==> src/lcdcmd_defs.svh <==
/*
  Shared constants of the LCD command interpreter: bus address, subaddress,
  column limits, bit counts and power-on values.
  Assumes it is included by its bare name from every file that needs it.
*/
`ifndef LCDCMD_DEFS_SVH
`define LCDCMD_DEFS_SVH

// Upper six bits of the 7-bit slave address; the lowest bit is the strap.
`define LCDCMD_ADDR_HI 6'h1E
// Fixed hardware subaddress of this device in mixed mode.
`define LCDCMD_OWN_SUB 4'h0
// Highest valid column address.
`define LCDCMD_LAST_COL 6'h27
// First column that reaches a column output.
`define LCDCMD_FIRST_SHOWN 6'h08
// Low nibble at or above which the access command means top bank.
`define LCDCMD_TOPBANK_MIN 4'hC
// Highest bank number.
`define LCDCMD_LAST_BANK 2'h3
// Bit count of a full byte and index of the last transmitted bit.
`define LCDCMD_BYTE_BITS 4'h8
`define LCDCMD_TX_LAST 4'h7
// Power-on values: blank display, 1:32 rate, row mode, bank 0, column 0.
`define LCDCMD_RST_DISP 2'h0
`define LCDCMD_RST_MUX 2'h0
`define LCDCMD_RST_BANK 2'h0
`define LCDCMD_RST_COL 6'h00
`define LCDCMD_RST_SUB 4'h0

`endif

==> src/lcdcmd_pkg.sv <==
/*
  Types of the LCD command interpreter: protocol states, byte phases,
  access orders and the configuration and pointer carriers.
  Assumes nothing of its surroundings.
*/
package lcdcmd_pkg;

  typedef enum logic [2:0] {
    ST_IDLE  = 3'b000,
    ST_RX    = 3'b001,
    ST_ACK   = 3'b011,
    ST_TX    = 3'b010,
    ST_TXACK = 3'b110
  } lcdcmd_state_e;

  typedef enum logic [1:0] {
    PH_ADDR = 2'b00,
    PH_CMD  = 2'b01,
    PH_DATA = 2'b11
  } lcdcmd_phase_e;

  typedef enum logic [1:0] {
    ORD_CHAR = 2'b00,
    ORD_HALF = 2'b01,
    ORD_FULL = 2'b10
  } lcdcmd_order_e;

  typedef struct packed {
    logic mixed;
    logic [1:0] disp;
    logic [1:0] mux;
    logic [1:0] top_bank;
  } lcdcmd_cfg_s;

  typedef struct packed {
    lcdcmd_order_e order;
    logic [1:0] bank;
    logic [5:0] col;
    logic [3:0] sub;
  } lcdcmd_ptr_s;

endpackage

==> src/lcdcmd_top.sv <==
/*
  Serial command interpreter and display memory access of a dot-matrix LCD
  row/column driver: a two-wire bus slave that takes commands and display
  bytes, stores or returns them through an auto-stepping pointer.
  Assumes SCL and SDA are oversampled by I_CLK (link clock about 160 ns),
  SDA is open drain with an external pull-up, and the display side reads
  memory on I_CLK.
*/
`timescale 1ns/1ns
`include "lcdcmd_defs.svh"
module lcdcmd_top (
  // Clock, reset and freeze.
  input wire logic I_CLK,
  input wire logic I_RST_N,
  input wire logic I_CE,
  // Two-wire bus and address strap.
  input wire logic I_SCL,
  input wire logic I_SDA,
  output logic O_SDA,
  output logic O_SDA_OE_N,
  input wire logic I_ADDR_SELECT_STRAP,
  // Display-side memory read.
  input wire logic [1:0] I_DISP_BANK,
  input wire logic [5:0] I_DISP_COL,
  output logic [7:0] O_DISP_DATA,
  output logic O_DISP_VISIBLE,
  // Display configuration.
  output logic O_MIXED_MODE,
  output logic [1:0] O_DISPLAY_STATE,
  output logic [1:0] O_MUX_RATE,
  output logic [1:0] O_TOP_BANK,
  // Pointer state.
  output logic [1:0] O_ACCESS_ORDER,
  output logic [1:0] O_BANK_SELECT,
  output logic [5:0] O_COLUMN,
  output logic [3:0] O_SUBADDR
);

  logic [2:0] pins_s;
  logic scl_s;
  logic sda_s;
  logic strap_s;
  logic scl_prev_q;
  logic sda_prev_q;
  logic scl_rise;
  logic scl_fall;
  logic start_det;
  logic stop_det;
  logic byte_done;
  logic sub_hit;
  logic addr_match;
  logic ram_we;
  logic [7:0] ram_rdata;
  logic [7:0] ram_ddata;
  lcdcmd_pkg::lcdcmd_state_e state_q, state_d;
  lcdcmd_pkg::lcdcmd_phase_e phase_q, phase_d;
  lcdcmd_pkg::lcdcmd_cfg_s cfg_q, cfg_d;
  lcdcmd_pkg::lcdcmd_ptr_s ptr_q, ptr_d;
  logic [3:0] cnt_q, cnt_d;
  logic [7:0] sh_q, sh_d;
  logic rw_q, rw_d;
  logic drive_q, drive_d;
  logic acked_q, acked_d;
  logic [7:0] disp_q;
  logic vis_q;

  // Bus pins and strap cross into the clock domain.
  lcdcmd_sync #(.W(3)) u_sync (
    .i_clk(I_CLK),
    .i_rst_n(I_RST_N),
    .i_ce(I_CE),
    .i_async({I_SCL, I_SDA, I_ADDR_SELECT_STRAP}),
    .o_sync(pins_s)
  );

  assign scl_s = pins_s[2];
  assign sda_s = pins_s[1];
  assign strap_s = pins_s[0];

  lcdcmd_ram #(.BANKS(4), .COLS(40)) u_ram (
    .i_clk(I_CLK),
    .i_ce(I_CE),
    .i_we(ram_we),
    .i_wbank(ptr_q.bank),
    .i_wcol(ptr_q.col),
    .i_wdata(sh_q),
    .i_rbank(ptr_q.bank),
    .i_rcol(ptr_q.col),
    .o_rdata(ram_rdata),
    .i_dbank(I_DISP_BANK),
    .i_dcol(I_DISP_COL),
    .o_ddata(ram_ddata)
  );

  // Bus events seen from synchronised levels.
  assign scl_rise = scl_s && !scl_prev_q;
  assign scl_fall = !scl_s && scl_prev_q;
  assign start_det = scl_s && scl_prev_q && sda_prev_q && !sda_s;
  assign stop_det = scl_s && scl_prev_q && !sda_prev_q && sda_s;
  assign byte_done = (state_q == lcdcmd_pkg::ST_RX) && scl_fall && (cnt_q == `LCDCMD_BYTE_BITS);
  assign sub_hit = cfg_q.mixed && (ptr_q.sub == `LCDCMD_OWN_SUB);
  assign addr_match = (sh_q[7:1] == {`LCDCMD_ADDR_HI, strap_s});
  assign ram_we = I_CE && byte_done && (phase_q == lcdcmd_pkg::PH_DATA) && sub_hit && !rw_q;

  // Steps the pointer by the selected access order; the device end steps the subaddress.
  function automatic lcdcmd_pkg::lcdcmd_ptr_s ptr_step(input lcdcmd_pkg::lcdcmd_ptr_s p);
    lcdcmd_pkg::lcdcmd_ptr_s n;
    logic col_inc;
    n = p;
    col_inc = 1'b1;
    case (p.order)
      lcdcmd_pkg::ORD_HALF:
      begin
        n.bank = {p.bank[1], ~p.bank[0]};
        col_inc = p.bank[0];
      end
      lcdcmd_pkg::ORD_FULL:
      begin
        n.bank = p.bank + 2'h1;
        col_inc = (p.bank == `LCDCMD_LAST_BANK);
      end
      default: col_inc = 1'b1;
    endcase
    if (col_inc)
    begin
      if (p.col >= `LCDCMD_LAST_COL)
      begin
        n.col = `LCDCMD_RST_COL;
        n.sub = p.sub + 4'h1;
      end
      else
        n.col = p.col + 6'h01;
    end
    return n;
  endfunction

  // Protocol, command decode and pointer next values.
  always_comb
  begin
    state_d = state_q;
    phase_d = phase_q;
    cfg_d = cfg_q;
    ptr_d = ptr_q;
    cnt_d = cnt_q;
    sh_d = sh_q;
    rw_d = rw_q;
    drive_d = drive_q;
    acked_d = acked_q;
    if (start_det)
    begin
      state_d = lcdcmd_pkg::ST_RX;
      phase_d = lcdcmd_pkg::PH_ADDR;
      cnt_d = 4'h0;
      drive_d = 1'b0;
    end
    else if (stop_det)
    begin
      state_d = lcdcmd_pkg::ST_IDLE;
      drive_d = 1'b0;
    end
    else
    begin
      case (state_q)
        lcdcmd_pkg::ST_RX:
        begin
          if (scl_rise && cnt_q != `LCDCMD_BYTE_BITS)
          begin
            sh_d = {sh_q[6:0], sda_s};
            cnt_d = cnt_q + 4'h1;
          end
          else if (byte_done)
          begin
            cnt_d = 4'h0;
            state_d = lcdcmd_pkg::ST_ACK;
            case (phase_q)
              lcdcmd_pkg::PH_ADDR:
              begin
                rw_d = sh_q[0];
                phase_d = lcdcmd_pkg::PH_CMD;
                if (!addr_match || (sh_q[0] && !cfg_q.mixed))
                  state_d = lcdcmd_pkg::ST_IDLE;
                else
                  drive_d = 1'b1;
              end
              lcdcmd_pkg::PH_CMD:
              begin
                drive_d = 1'b1;
                if (!sh_q[7])
                  phase_d = lcdcmd_pkg::PH_DATA;
                if (!sh_q[6])
                begin
                  if (sh_q[5:0] <= `LCDCMD_LAST_COL)
                    ptr_d.col = sh_q[5:0];
                end
                else if (!sh_q[5])
                begin
                  cfg_d.mixed = sh_q[4];
                  cfg_d.disp = sh_q[3:2];
                  cfg_d.mux = sh_q[1:0];
                end
                else if (!sh_q[4])
                  ptr_d.sub = sh_q[3:0];
                else if (sh_q[3:0] >= `LCDCMD_TOPBANK_MIN)
                  cfg_d.top_bank = sh_q[1:0];
                else
                begin
                  ptr_d.order = lcdcmd_pkg::lcdcmd_order_e'(sh_q[3:2]);
                  ptr_d.bank = sh_q[1:0];
                end
              end
              default:
              begin
                drive_d = sub_hit;
                if (cfg_q.mixed)
                  ptr_d = ptr_step(ptr_q);
              end
            endcase
          end
        end
        lcdcmd_pkg::ST_ACK:
        begin
          if (scl_fall)
          begin
            cnt_d = 4'h0;
            if (rw_q)
            begin
              state_d = lcdcmd_pkg::ST_TX;
              phase_d = lcdcmd_pkg::PH_DATA;
              // The pointer steps at load, so a foreign byte is loaded as all ones and never driven.
              sh_d = sub_hit ? ram_rdata : 8'hFF;
              drive_d = sub_hit && !ram_rdata[7];
              ptr_d = ptr_step(ptr_q);
            end
            else
            begin
              state_d = lcdcmd_pkg::ST_RX;
              drive_d = 1'b0;
            end
          end
        end
        lcdcmd_pkg::ST_TX:
        begin
          if (scl_fall)
          begin
            if (cnt_q == `LCDCMD_TX_LAST)
            begin
              state_d = lcdcmd_pkg::ST_TXACK;
              drive_d = 1'b0;
              acked_d = 1'b0;
            end
            else
            begin
              sh_d = {sh_q[6:0], 1'b1};
              cnt_d = cnt_q + 4'h1;
              drive_d = !sh_q[6];
            end
          end
        end
        lcdcmd_pkg::ST_TXACK:
        begin
          if (scl_rise)
          begin
            if (sda_s)
            begin
              state_d = lcdcmd_pkg::ST_IDLE;
              drive_d = 1'b0;
            end
            else
              acked_d = 1'b1;
          end
          else if (scl_fall && acked_q)
          begin
            state_d = lcdcmd_pkg::ST_TX;
            cnt_d = 4'h0;
            sh_d = sub_hit ? ram_rdata : 8'hFF;
            drive_d = sub_hit && !ram_rdata[7];
            ptr_d = ptr_step(ptr_q);
          end
        end
        default: drive_d = 1'b0;
      endcase
    end
  end

  // Registers all protocol, configuration and display-read state.
  always_ff @(posedge I_CLK)
  begin
    if (!I_RST_N)
    begin
      state_q <= lcdcmd_pkg::ST_IDLE;
      phase_q <= lcdcmd_pkg::PH_ADDR;
      cfg_q <= '{mixed: 1'b0, disp: `LCDCMD_RST_DISP, mux: `LCDCMD_RST_MUX, top_bank: `LCDCMD_RST_BANK};
      ptr_q <= '{order: lcdcmd_pkg::ORD_CHAR, bank: `LCDCMD_RST_BANK, col: `LCDCMD_RST_COL,
                 sub: `LCDCMD_RST_SUB};
      cnt_q <= 4'h0;
      sh_q <= 8'h00;
      rw_q <= 1'b0;
      drive_q <= 1'b0;
      acked_q <= 1'b0;
      scl_prev_q <= 1'b1;
      sda_prev_q <= 1'b1;
      disp_q <= 8'h00;
      vis_q <= 1'b0;
    end
    else if (I_CE)
    begin
      state_q <= state_d;
      phase_q <= phase_d;
      cfg_q <= cfg_d;
      ptr_q <= ptr_d;
      cnt_q <= cnt_d;
      sh_q <= sh_d;
      rw_q <= rw_d;
      drive_q <= drive_d;
      acked_q <= acked_d;
      scl_prev_q <= scl_s;
      sda_prev_q <= sda_s;
      disp_q <= ram_ddata;
      vis_q <= (I_DISP_COL >= `LCDCMD_FIRST_SHOWN) && (I_DISP_COL <= `LCDCMD_LAST_COL);
    end
  end

  // Outputs; SDA is open drain and only ever pulled low.
  assign O_SDA = 1'b0;
  assign O_SDA_OE_N = ~drive_q;
  assign O_DISP_DATA = disp_q;
  assign O_DISP_VISIBLE = vis_q;
  assign O_MIXED_MODE = cfg_q.mixed;
  assign O_DISPLAY_STATE = cfg_q.disp;
  assign O_MUX_RATE = cfg_q.mux;
  assign O_TOP_BANK = cfg_q.top_bank;
  assign O_ACCESS_ORDER = ptr_q.order;
  assign O_BANK_SELECT = ptr_q.bank;
  assign O_COLUMN = ptr_q.col;
  assign O_SUBADDR = ptr_q.sub;

  // Checks on the guarded behaviour.
  a_ram_col_range: assert property (@(posedge I_CLK) disable iff (!I_RST_N)
    ram_we |-> ptr_q.col <= `LCDCMD_LAST_COL) else $error("Memory write outside the column range.");
  a_store_sub_match: assert property (@(posedge I_CLK) disable iff (!I_RST_N)
    ram_we |-> ptr_q.sub == `LCDCMD_OWN_SUB) else $error("Memory written on subaddress mismatch.");
  a_row_mode_untouched: assert property (@(posedge I_CLK) disable iff (!I_RST_N)
    !cfg_q.mixed |-> !ram_we) else $error("Memory written in row mode.");
  a_row_no_transmit: assert property (@(posedge I_CLK) disable iff (!I_RST_N)
    (state_q == lcdcmd_pkg::ST_TX) |-> cfg_q.mixed) else $error("Transmitting in row mode.");
  a_addr_miss_idle: assert property (@(posedge I_CLK) disable iff (!I_RST_N)
    I_CE && byte_done && phase_q == lcdcmd_pkg::PH_ADDR && !addr_match && !start_det && !stop_det
    |=> state_q == lcdcmd_pkg::ST_IDLE && !drive_q) else $error("Foreign address not ignored.");
  a_cmd_acked: assert property (@(posedge I_CLK) disable iff (!I_RST_N)
    I_CE && byte_done && phase_q == lcdcmd_pkg::PH_CMD && !start_det && !stop_det
    |=> drive_q && state_q == lcdcmd_pkg::ST_ACK) else $error("Command byte not acknowledged.");
  a_data_row_silent: assert property (@(posedge I_CLK) disable iff (!I_RST_N)
    I_CE && byte_done && phase_q == lcdcmd_pkg::PH_DATA && !sub_hit |=> !drive_q)
    else $error("Foreign data byte acknowledged.");
  a_nack_release: assert property (@(posedge I_CLK) disable iff (!I_RST_N)
    I_CE && state_q == lcdcmd_pkg::ST_TXACK && scl_rise && sda_s && !stop_det && !start_det
    |=> state_q == lcdcmd_pkg::ST_IDLE ##0 !drive_q[*2]) else $error("SDA held after master nack.");
  a_cont_to_data: assert property (@(posedge I_CLK) disable iff (!I_RST_N)
    I_CE && byte_done && phase_q == lcdcmd_pkg::PH_CMD && !sh_q[7] && !start_det && !stop_det
    |=> phase_q == lcdcmd_pkg::PH_DATA) else $error("Cleared flag did not end commands.");
  a_char_step: assert property (@(posedge I_CLK) disable iff (!I_RST_N)
    ram_we && ptr_q.order == lcdcmd_pkg::ORD_CHAR && ptr_q.col < `LCDCMD_LAST_COL && !start_det && !stop_det
    |=> ptr_q.col == $past(ptr_q.col) + 6'h01) else $error("Pointer did not step after a byte.");
  a_sub_wrap: assert property (@(posedge I_CLK) disable iff (!I_RST_N)
    ram_we && ptr_q.order == lcdcmd_pkg::ORD_CHAR && ptr_q.col == `LCDCMD_LAST_COL && !start_det && !stop_det
    |=> ptr_q.col == `LCDCMD_RST_COL) else $error("Pointer did not wrap at the last column.");
  c_data_store: cover property (@(posedge I_CLK) disable iff (!I_RST_N) ram_we);
  c_read_byte: cover property (@(posedge I_CLK) disable iff (!I_RST_N)
    state_q == lcdcmd_pkg::ST_TXACK && acked_q);
  c_top_bank: cover property (@(posedge I_CLK) disable iff (!I_RST_N) cfg_q.top_bank == `LCDCMD_LAST_BANK);
  c_half_order: cover property (@(posedge I_CLK) disable iff (!I_RST_N) ptr_q.order == lcdcmd_pkg::ORD_HALF);

endmodule

==> src/lcdcmd_sync.sv <==
/*
  Two-stage synchroniser for pin inputs.
  Assumes the inputs are asynchronous to I_CLK; the bus idles high.
*/
`timescale 1ns/1ns
module lcdcmd_sync #(
  parameter int W = 3
) (
  // Clocking.
  input wire logic i_clk,
  input wire logic i_rst_n,
  input wire logic i_ce,
  // Asynchronous levels in, synchronised levels out.
  input wire logic [W-1:0] i_async,
  output logic [W-1:0] o_sync
);

  logic [W-1:0] meta_q;
  logic [W-1:0] sync_q;

  // The first stage feeds only the second stage.
  always_ff @(posedge i_clk)
  begin
    if (!i_rst_n)
    begin
      meta_q <= '1;
      sync_q <= '1;
    end
    else if (i_ce)
    begin
      meta_q <= i_async;
      sync_q <= meta_q;
    end
  end

  assign o_sync = sync_q;

endmodule

==> src/lcdcmd_ram.sv <==
/*
  Display memory: banks of byte-wide columns held in flip-flops, one write
  port and two combinational read ports.
  Assumes write indices are in range; out-of-range reads return zero.
*/
`timescale 1ns/1ns
module lcdcmd_ram #(
  parameter int BANKS = 4,
  parameter int COLS = 40
) (
  // Clocking.
  input wire logic i_clk,
  input wire logic i_ce,
  // Write port.
  input wire logic i_we,
  input wire logic [1:0] i_wbank,
  input wire logic [5:0] i_wcol,
  input wire logic [7:0] i_wdata,
  // Serial-side read port.
  input wire logic [1:0] i_rbank,
  input wire logic [5:0] i_rcol,
  output logic [7:0] o_rdata,
  // Display-side read port.
  input wire logic [1:0] i_dbank,
  input wire logic [5:0] i_dcol,
  output logic [7:0] o_ddata
);

  logic [7:0] mem [BANKS*COLS];

  // One storage byte per bank and column.
  for (genvar e = 0; e < BANKS * COLS; e++)
  begin : g_entry
    always_ff @(posedge i_clk)
    begin
      if (i_ce && i_we && (32'(i_wbank) * COLS + 32'(i_wcol) == e))
        mem[e] <= i_wdata;
    end
  end

  // Reads pick the addressed byte by index.
  always_comb
  begin
    o_rdata = 8'h00;
    o_ddata = 8'h00;
    if (32'(i_rcol) < COLS)
      o_rdata = mem[32'(i_rbank) * COLS + 32'(i_rcol)];
    if (32'(i_dcol) < COLS)
      o_ddata = mem[32'(i_dbank) * COLS + 32'(i_dcol)];
  end

endmodule

==> config.mk <==
export PLATFORM = sky130hd
export DESIGN_NAME = lcdcmd_top
export DESIGN_NICKNAME = d
export VERILOG_FILES = /design/src/lcdcmd_pkg.sv /design/src/lcdcmd_top.sv /design/src/lcdcmd_sync.sv /design/src/lcdcmd_ram.sv
export VERILOG_INCLUDE_DIRS = /design/src /design/src/src
export SDC_FILE = /design/constraint.sdc
export NUM_CORES = 2
export LEC_CHECK = 0
export BUFFER_PORTS_ARGS = -buffer_cell sky130_fd_sc_hd__buf_4
export CAP_MARGIN = 10
export CORE_ASPECT_RATIO = 2
export CORE_MARGIN = 2
export CORE_UTILIZATION = 40
export DETAILED_ROUTE_END_ITERATION = 6
export PLACE_DENSITY_LB_ADDON = 0.15
export SYNTH_ARGS = -nofsm -noshare
export SYNTH_HDL_FRONTEND = slang
export SYNTH_SLANG_ARGS = --single-unit
==> constraint.sdc <==
create_clock -name I_CLK -period 3.95 [get_ports I_CLK]
set_input_delay 0.79 -clock I_CLK [delete_from_list [all_inputs] [get_ports I_CLK]]
set_output_delay 0.79 -clock I_CLK [all_outputs]
set_load 0.01 [all_outputs]
After elaboration in Yosys (flattened, before gate mapping)
Memories as Yosys holds them, arrays and structs flattened.
Cells that the tools add are included.
{"block": "totals", "reg_bits": 58, "latch_bits": 0, "ram_bits": 1280, "rom_bits": 0, "input_bits": 14, "output_inout_bits": 32, "memories": 1}
{"block": "op_classes", "n_addsub": 6, "n_mul": 2, "div": 0, "order_cmp": 7, "eq_ne": 216, "n_shift": 0, "mux": 902, "bitwise": 10, "reduce_logical": 372}
{"name": "u_ram.mem", "depth": 160, "word_bits": 8, "read_ports": 2, "rd_clocked_by_memory_dff": 0, "write_ports": 1, "line": "lcdcmd_ram.sv:29", "source": "logic [7:0] mem [BANKS*COLS];"}
{"operator": "$mux 8", "count": 328}
{"operator": "$eq 32x7->1 const B", "count": 64}
{"operator": "$reduce_or 8->1", "count": 159}
{"operator": "$eq 32x6->1 const B", "count": 32}
{"operator": "$eq 32x8->1 const B", "count": 32}
{"operator": "$eq 32x5->1 const B", "count": 16}
{"operator": "$mux 1", "count": 512}
{"operator": "$eq 32x4->1 const B", "count": 8}
{"operator": "$logic_and 1x1->1", "count": 180}
{"operator": "$eq 32x3->1 const B", "count": 3}
{"operator": "$mux 4", "count": 17}
{"operator": "$mux 12", "count": 5}
{"operator": "$ne 3x3->1 const B", "count": 15}
{"operator": "$pmux 14 s3", "count": 1}
{"operator": "$reduce_and 9->1", "count": 4}
{"operator": "$logic_not 32->1", "count": 1}
{"operator": "$pmux 8 s4", "count": 1}
{"operator": "$mux 10", "count": 3}
{"operator": "$mux 3", "count": 10}
{"operator": "$mux 14", "count": 2}
{"operator": "$ne 2x2->1 const B", "count": 14}
{"operator": "$ne 4x4->1 const B", "count": 7}
{"operator": "$pmux 14 s2", "count": 1}
{"operator": "$reduce_and 11->1", "count": 2}
{"operator": "other kinds (53)", "count": 98}

Logic depth before layout (Yosys ltp)
{"block": "depth", "word_depth": 172, "ltp_mapped": 12}

Cells and area by module
A second synthesis with hierarchy kept.
{"block": "hier_totals", "hier_cells": 3816, "area_unflattened_um2": 64519.4}
{"module": "lcdcmd_ram", "instances": 1, "cells_per_inst": 3385, "area_each_um2": 61001.0, "seq_area_each_um2": 38436.9}
{"module": "lcdcmd_top", "instances": 1, "cells_per_inst": 412, "area_each_um2": 3304.4, "seq_area_each_um2": 1041.0}
{"module": "lcdcmd_sync", "instances": 1, "cells_per_inst": 19, "area_each_um2": 214.0, "seq_area_each_um2": 120.1}

Least setup slack after synthesis
No wires, ideal clock.
{"block": "synth_path", "path_kind": "flip-flop to flip-flop", "from": "register sh_q[3]", "to": "register state_q[0]", "setup_time_ns": 0.086, "t_arrival_ns": 4.126, "slack_ns": -0.262, "path_stages_with_launch": 8, "path_buffers": 0, "period_less_slack_ns": 4.212, "path_cell_list": "dfxtp_1 or3b_2 or4_1 and2_1 a211o_1 o21ai_0 a211oi_1 a211oi_1"}
{"block": "synth_between", "elab_chain_cells": 10}
{"item": "start, declared", "line": "lcdcmd_top.sv:60", "source": "logic [7:0] sh_q, sh_d;"}
{"item": "start signal, assigned", "line": "lcdcmd_top.sv:296", "source": "sh_q <= 8'h00;"}
{"item": "start signal, assigned", "line": "lcdcmd_top.sv:312", "source": "sh_q <= sh_d;"}
{"item": "$eq 7x6->1", "line": "lcdcmd_top.sv:102", "source": "assign addr_match = (sh_q[7:1] == {`LCDCMD_ADDR_HI, strap_s});"}
{"item": "$logic_not 1->1", "line": "lcdcmd_top.sv:180", "source": "if (!addr_match || (sh_q[0] && !cfg_q.mixed))"}
{"item": "$logic_or 1x1->1", "line": "lcdcmd_top.sv:180"}
{"item": "$mux 2", "line": "lcdcmd_top.sv:180"}
{"item": "$mux 2", "line": "lcdcmd_top.sv:175", "source": "case (phase_q)"}
{"item": "$mux 3", "line": "lcdcmd_top.sv:171", "source": "else if (byte_done)"}
{"item": "$mux 3", "line": "lcdcmd_top.sv:166", "source": "if (scl_rise && cnt_q != `LCDCMD_BYTE_BITS)"}
{"item": "$pmux 3 s4", "line": "lcdcmd_top.sv:163", "source": "case (state_q)"}
{"item": "$mux 3", "line": "lcdcmd_top.sv:156", "source": "else if (stop_det)"}
{"item": "$mux 3", "line": "lcdcmd_top.sv:149", "source": "if (start_det)"}
{"item": "end signal, assigned", "line": "lcdcmd_top.sv:290", "source": "state_q <= lcdcmd_pkg::ST_IDLE;"}
{"item": "end signal, assigned", "line": "lcdcmd_top.sv:307", "source": "state_q <= state_d;"}
{"item": "end, declared", "line": "lcdcmd_top.sv:55", "source": "lcdcmd_pkg::lcdcmd_state_e state_q, state_d;"}
No other way between the ends. The select of a mux whose other input is x is not followed.
A chain may end at the register's enable or synchronous reset.

Worst setup path after layout
{"block": "layout_path", "from": "register ptr_q (netlist bit O_BANK_SELECT[0])", "to": "register sh_q[2]"}
{"block": "layout_between", "elab_chain_cells": 8, "elab_cells_between_ends": 10}
{"item": "start, declared", "line": "lcdcmd_top.sv:58", "source": "lcdcmd_pkg::lcdcmd_ptr_s ptr_q, ptr_d;"}
{"item": "start signal, assigned", "line": "lcdcmd_top.sv:293", "source": "ptr_q <= '{order: lcdcmd_pkg::ORD_CHAR, bank: `LCDCMD_RST_BANK, col: `LCDCMD_RST_COL,"}
{"item": "start signal, assigned", "line": "lcdcmd_top.sv:310", "source": "ptr_q <= ptr_d;"}
{"item": "$mul 2x3->5 (*)", "line": "lcdcmd_ram.sv:47", "source": "o_rdata = mem[32'(i_rbank) * COLS + 32'(i_rcol)];"}
{"item": "$add 8x6->9 (*)"}
{"item": "$mem_v2 160x8 (*)"}
{"item": "$mux 8 (*)", "line": "lcdcmd_ram.sv:46", "source": "if (32'(i_rcol) < COLS)"}
{"item": "$mux 8 (*)", "line": "lcdcmd_top.sv:230, lcdcmd_top.sv:275"}
{"item": "$mux 8 (on tied branches)", "line": "lcdcmd_top.sv:271, lcdcmd_top.sv:225"}
{"item": "$mux 8 (on tied branches)", "line": "lcdcmd_top.sv:261, lcdcmd_top.sv:222"}
{"item": "$pmux 8 s4 (*)", "line": "lcdcmd_top.sv:163"}
Every way passes the cells marked *; elsewhere a longest branch is shown, timed or not. The select of a mux whose other input is x is not followed.

==> metrics.txt <==
vias in the first global route=38600; RR Startpoint=O_BANK_SELECT[0]$_SDFFE_PN0P_; CP Launch Type=flip-flop; synthesized area=63200 µm²; CP endpoint=sh_q[2]$_SDFFE_PN0P_; max cap viols=0; Hold Vio Cnt, Final=0; Area growth, synth to finish=15.1%; dpl hpwl=164 mm; worst r2r dst=sh_q[2]$_SDFFE_PN0P_; Max H-tree Level=3; Synth cell types=80; floorplan row count=206; # fillers=13300; Clock Sinks=1338; TritonCTS clock tree=done; CP most frequent cell=buf_4; largest net degree at the start of global routing=98; post-detailed-route count of antenna-violating nets=0; yosys warns=0; DRC viols=0; RSZ-0062 raised after global routing=false; Post-CTS Setup Repair Bufs=0; grt total ovfl=0; top cells by area, synth=edfxtp_1 (61%), mux4_2 (28%), dfxtp_1 (1.8%); sequential-to-total area share from yosys stat=0.626; Worst path slowest cell=a221oi_1; EDFF count, synth=1280; CP cell instances=ha_4, nor2b_1, buf_4, nand2_1, buf_4, o221ai_1, a221oi_1, a211oi_1, nor4b_1, o21ai_0; Max Freq=0.264 GHz; CTS clk-pin slew, worst paths=80 ps; final-report setup violation count=0; initial antenna violation count=6; clk root buf=clkbuf_16; Max Slew Vio Count=0; total track usage=0.281; Initial DRT Pass Iterations=5; Placer Congestion=1.02; Avg WL per Cell=39.5 µm; FF-to-FF setup slack=170 ps; required time worst endpoint=4570 ps; syn_nets=3267; Yosys top cell area share=0.608; WS Path Type=reg -> reg; die width=285 µm; Post-Layout Inst Area=72800 µm²; proportion of synthesized area in mux cells=0.284; asr flop ratio synth=0; core area=157000 µm²; CP Data Arrival Time=4400 ps; cells after synthesis=3234; initial DRC count=3904; worst rel slew slack=0.131; Final period util=0.958; chip height=566 µm; Area after DPL=68600 µm²; # hold bufs at CTS=0; IO Count=46; global-route wire length before repair=313 mm; share of cells above drive strength 1=0.394; detailed-route via count=36200; FF+latch count, synth=1338; Inserted Clock Buffers=118; Final TNS setup=0 ps; XOR/XNOR Fraction of Synth Area=0.00125; Initial Util=0.402; Pleak=20.8 nW; nets=3599; routed wire length=227 mm; Worst Hold Depth=3; Slew @ Worst Pin=1300 ps; Primary FF master, synth=edfxtp_1; Peak VDD IR=0.000368 V; Longest Clk Path Bufs=3; cell count of the worst reg-to-reg path=10; Synth Area in Compound Gates=0.0238; Avg Synthesized Cell Area=19.6 µm²; largest family of logic cells by synthesized area=multiplexers; # resized after CTS=0; run status=complete, no violations; largest fanout on the critical path=34; min Tclk post-route=3780 ps; Synth Area in Simple Gates=0.0404; PortBufs=44; clk_lat worst skew=750 ps; nature of the critical path endpoint=flip-flop; Synth area leader=edfxtp_1; Post-Synth Adder-Cell Area=0.00400; CP Launch Point=O_BANK_SELECT[0]$_SDFFE_PN0P_; DIE AREA=161000 µm²; DR vias/cell=6.30; Hold/Removal Path Class=in -> reg; slowest stage delay, CP=610 ps; PD cells=397 nW/µm²; Final Skew=45.5 ps
per-stage QoR:
| step | worst slack, ps | total power [mW] | util | hold WS [ps] | cells |
|---|---|---|---|---|---|
| after floorplan | 36.0 | 16.2 | - | 441 | 3234 |
| after global placement | 181 | 16.6 | 0.436 | 456 | 5525 |
| after detailed placement | 185 | 16.6 | 0.436 | 464 | 5525 |
| after CTS | 301 | 29.1 | 0.463 | 217 | 5744 |
| after global routing | 145 | 29.6 | 0.463 | 256 | 5746 |
| final | 167 | 28.9 | 0.463 | 255 | 5750 |
worst min path at each step:
stage / startpoint / to / slack (ps)
finish: I_ADDR_SELECT_STRAP / u_sync.meta_q[0]$_SDFFE_PN1P_ / 260
global route: I_ADDR_SELECT_STRAP / u_sync.meta_q[0]$_SDFFE_PN1P_ / 260
CTS: I_ADDR_SELECT_STRAP / u_sync.meta_q[0]$_SDFFE_PN1P_ / 220
detailed placement: u_sync.meta_q[0]$_SDFFE_PN1P_ / u_sync.o_sync[0]$_SDFFE_PN1P_ / 460
global placement: u_sync.meta_q[1]$_SDFFE_PN1P_ / u_sync.meta_q[1]$_SDFFE_PN1P_ / 460
floorplan: u_sync.meta_q[0]$_SDFFE_PN1P_ / u_sync.meta_q[0]$_SDFFE_PN1P_ / 440
cell type report:
cell class                      instances  area (µm²)  share of cell area
Clock buffer                          132        3030              0.0416
Inverter                               27         101             0.00139
Clock inverter                         87        1120              0.0155
Antenna cell                            5        12.5            0.000172
Multi-Input combinational cell       1628       22400               0.308
Sequential cell                      1338       39600               0.545
Tap cell                             2080        2600              0.0358
Timing Repair Buffer                  453        3870              0.0531
state kept, by name, indices dropped and copies added (netlist names), 2 cells and up:
signal / cells
u_sync.o_sync: 3
sh_q: 8
O_MUX_RATE: 2
cnt_q: 4
O_DISP_DATA: 8
phase_q: 2
O_SUBADDR: 4
state_q: 3
O_BANK_SELECT: 2
u_ram.mem: 1280
u_sync.meta_q: 3
O_COLUMN: 6
O_DISPLAY_STATE: 2
O_ACCESS_ORDER: 2
O_TOP_BANK: 2
cell families after synthesis:
family	count (synthesis)
and+or+nand+nor	544
DFF	1338
buffers and inverters	268
AOI/OAI and AO/OA	235
xor gates and xnor gates	9
muxes	820
other	1
adders and majority gates	19
power by group:
group | internal, mW | leakage, nW | switching, mW | total (mW)
Sequential | 15.3 | 11.3 | 0.0255 | 15.3
Combinational | 0.377 | 7.54 | 0.589 | 0.966
Clock | 7.11 | 2.01 | 5.50 | 12.6
layer usage:
| metal | part of all wire | GRT usage | wire length, µm | vias up |
|---|---|---|---|---|
| met5 | 0.00055 | 0.00361 | 125 | - |
| met1 | 0.32 | 0.298 | 73600 | 19700 |
| met2 | 0.53 | 0.505 | 120000 | 1551 |
| li1 | - | - | - | 14500 |
| met4 | 0.097 | 0.218 | 22000 | 8 |
| met3 | 0.049 | 0.0332 | 11100 | 507 |
worst max-delay path: cells and delay by family, from the launching register on:
kind / cells / cell delay, ps
buffers and inverters: 2 / 450
AOI/OAI and AO/OA: 4 / 1110
DFF: 1 / 540
and+or+nand+nor: 3 / 1070
adders and majority gates: 1 / 470
synth_stat cells, drive strengths merged, types with 4 or more instances:
cell / number
edfxtp: 1280
mux4: 778
nor2: 240
clkbuf: 121
buf: 120
nand2: 95
o21ai: 60
dfxtp: 58
a21oi: 55
mux2i: 39
nand3: 38
nor3: 28
nor2b: 27
inv: 26
o22ai: 26
nand2b: 21
and2: 17
ha: 17
a211oi: 15
nand4: 14
or3: 12
and3: 11
o31ai: 9
a22oi: 8
a31oi: 7
nor4: 7
xor2: 6
nand3b: 5
nand4b: 5
o211ai: 5
or2: 5
a2111oi: 4
a211o: 4
a22o: 4
nor3b: 4
o21a: 4
o21bai: 4
o221ai: 4
or4: 4
cell usage in the layout, fill, tap and decap left out, types with 23 or more instances in the layout:
master     instances
a21oi_1           55
buf_12            36
buf_4            413
bufinv_16         24
clkbuf_16        119
clkinv_1          23
dfxtp_1           47
edfxtp_1        1280
inv_1             25
mux2i_1           39
mux4_2           774
nand2_1           95
nand3_1           38
nor2_1           240
nor2b_1           27
nor3_1            28
o21ai_0           58
o22ai_1           26
Power figures use the tool's default switching activity.
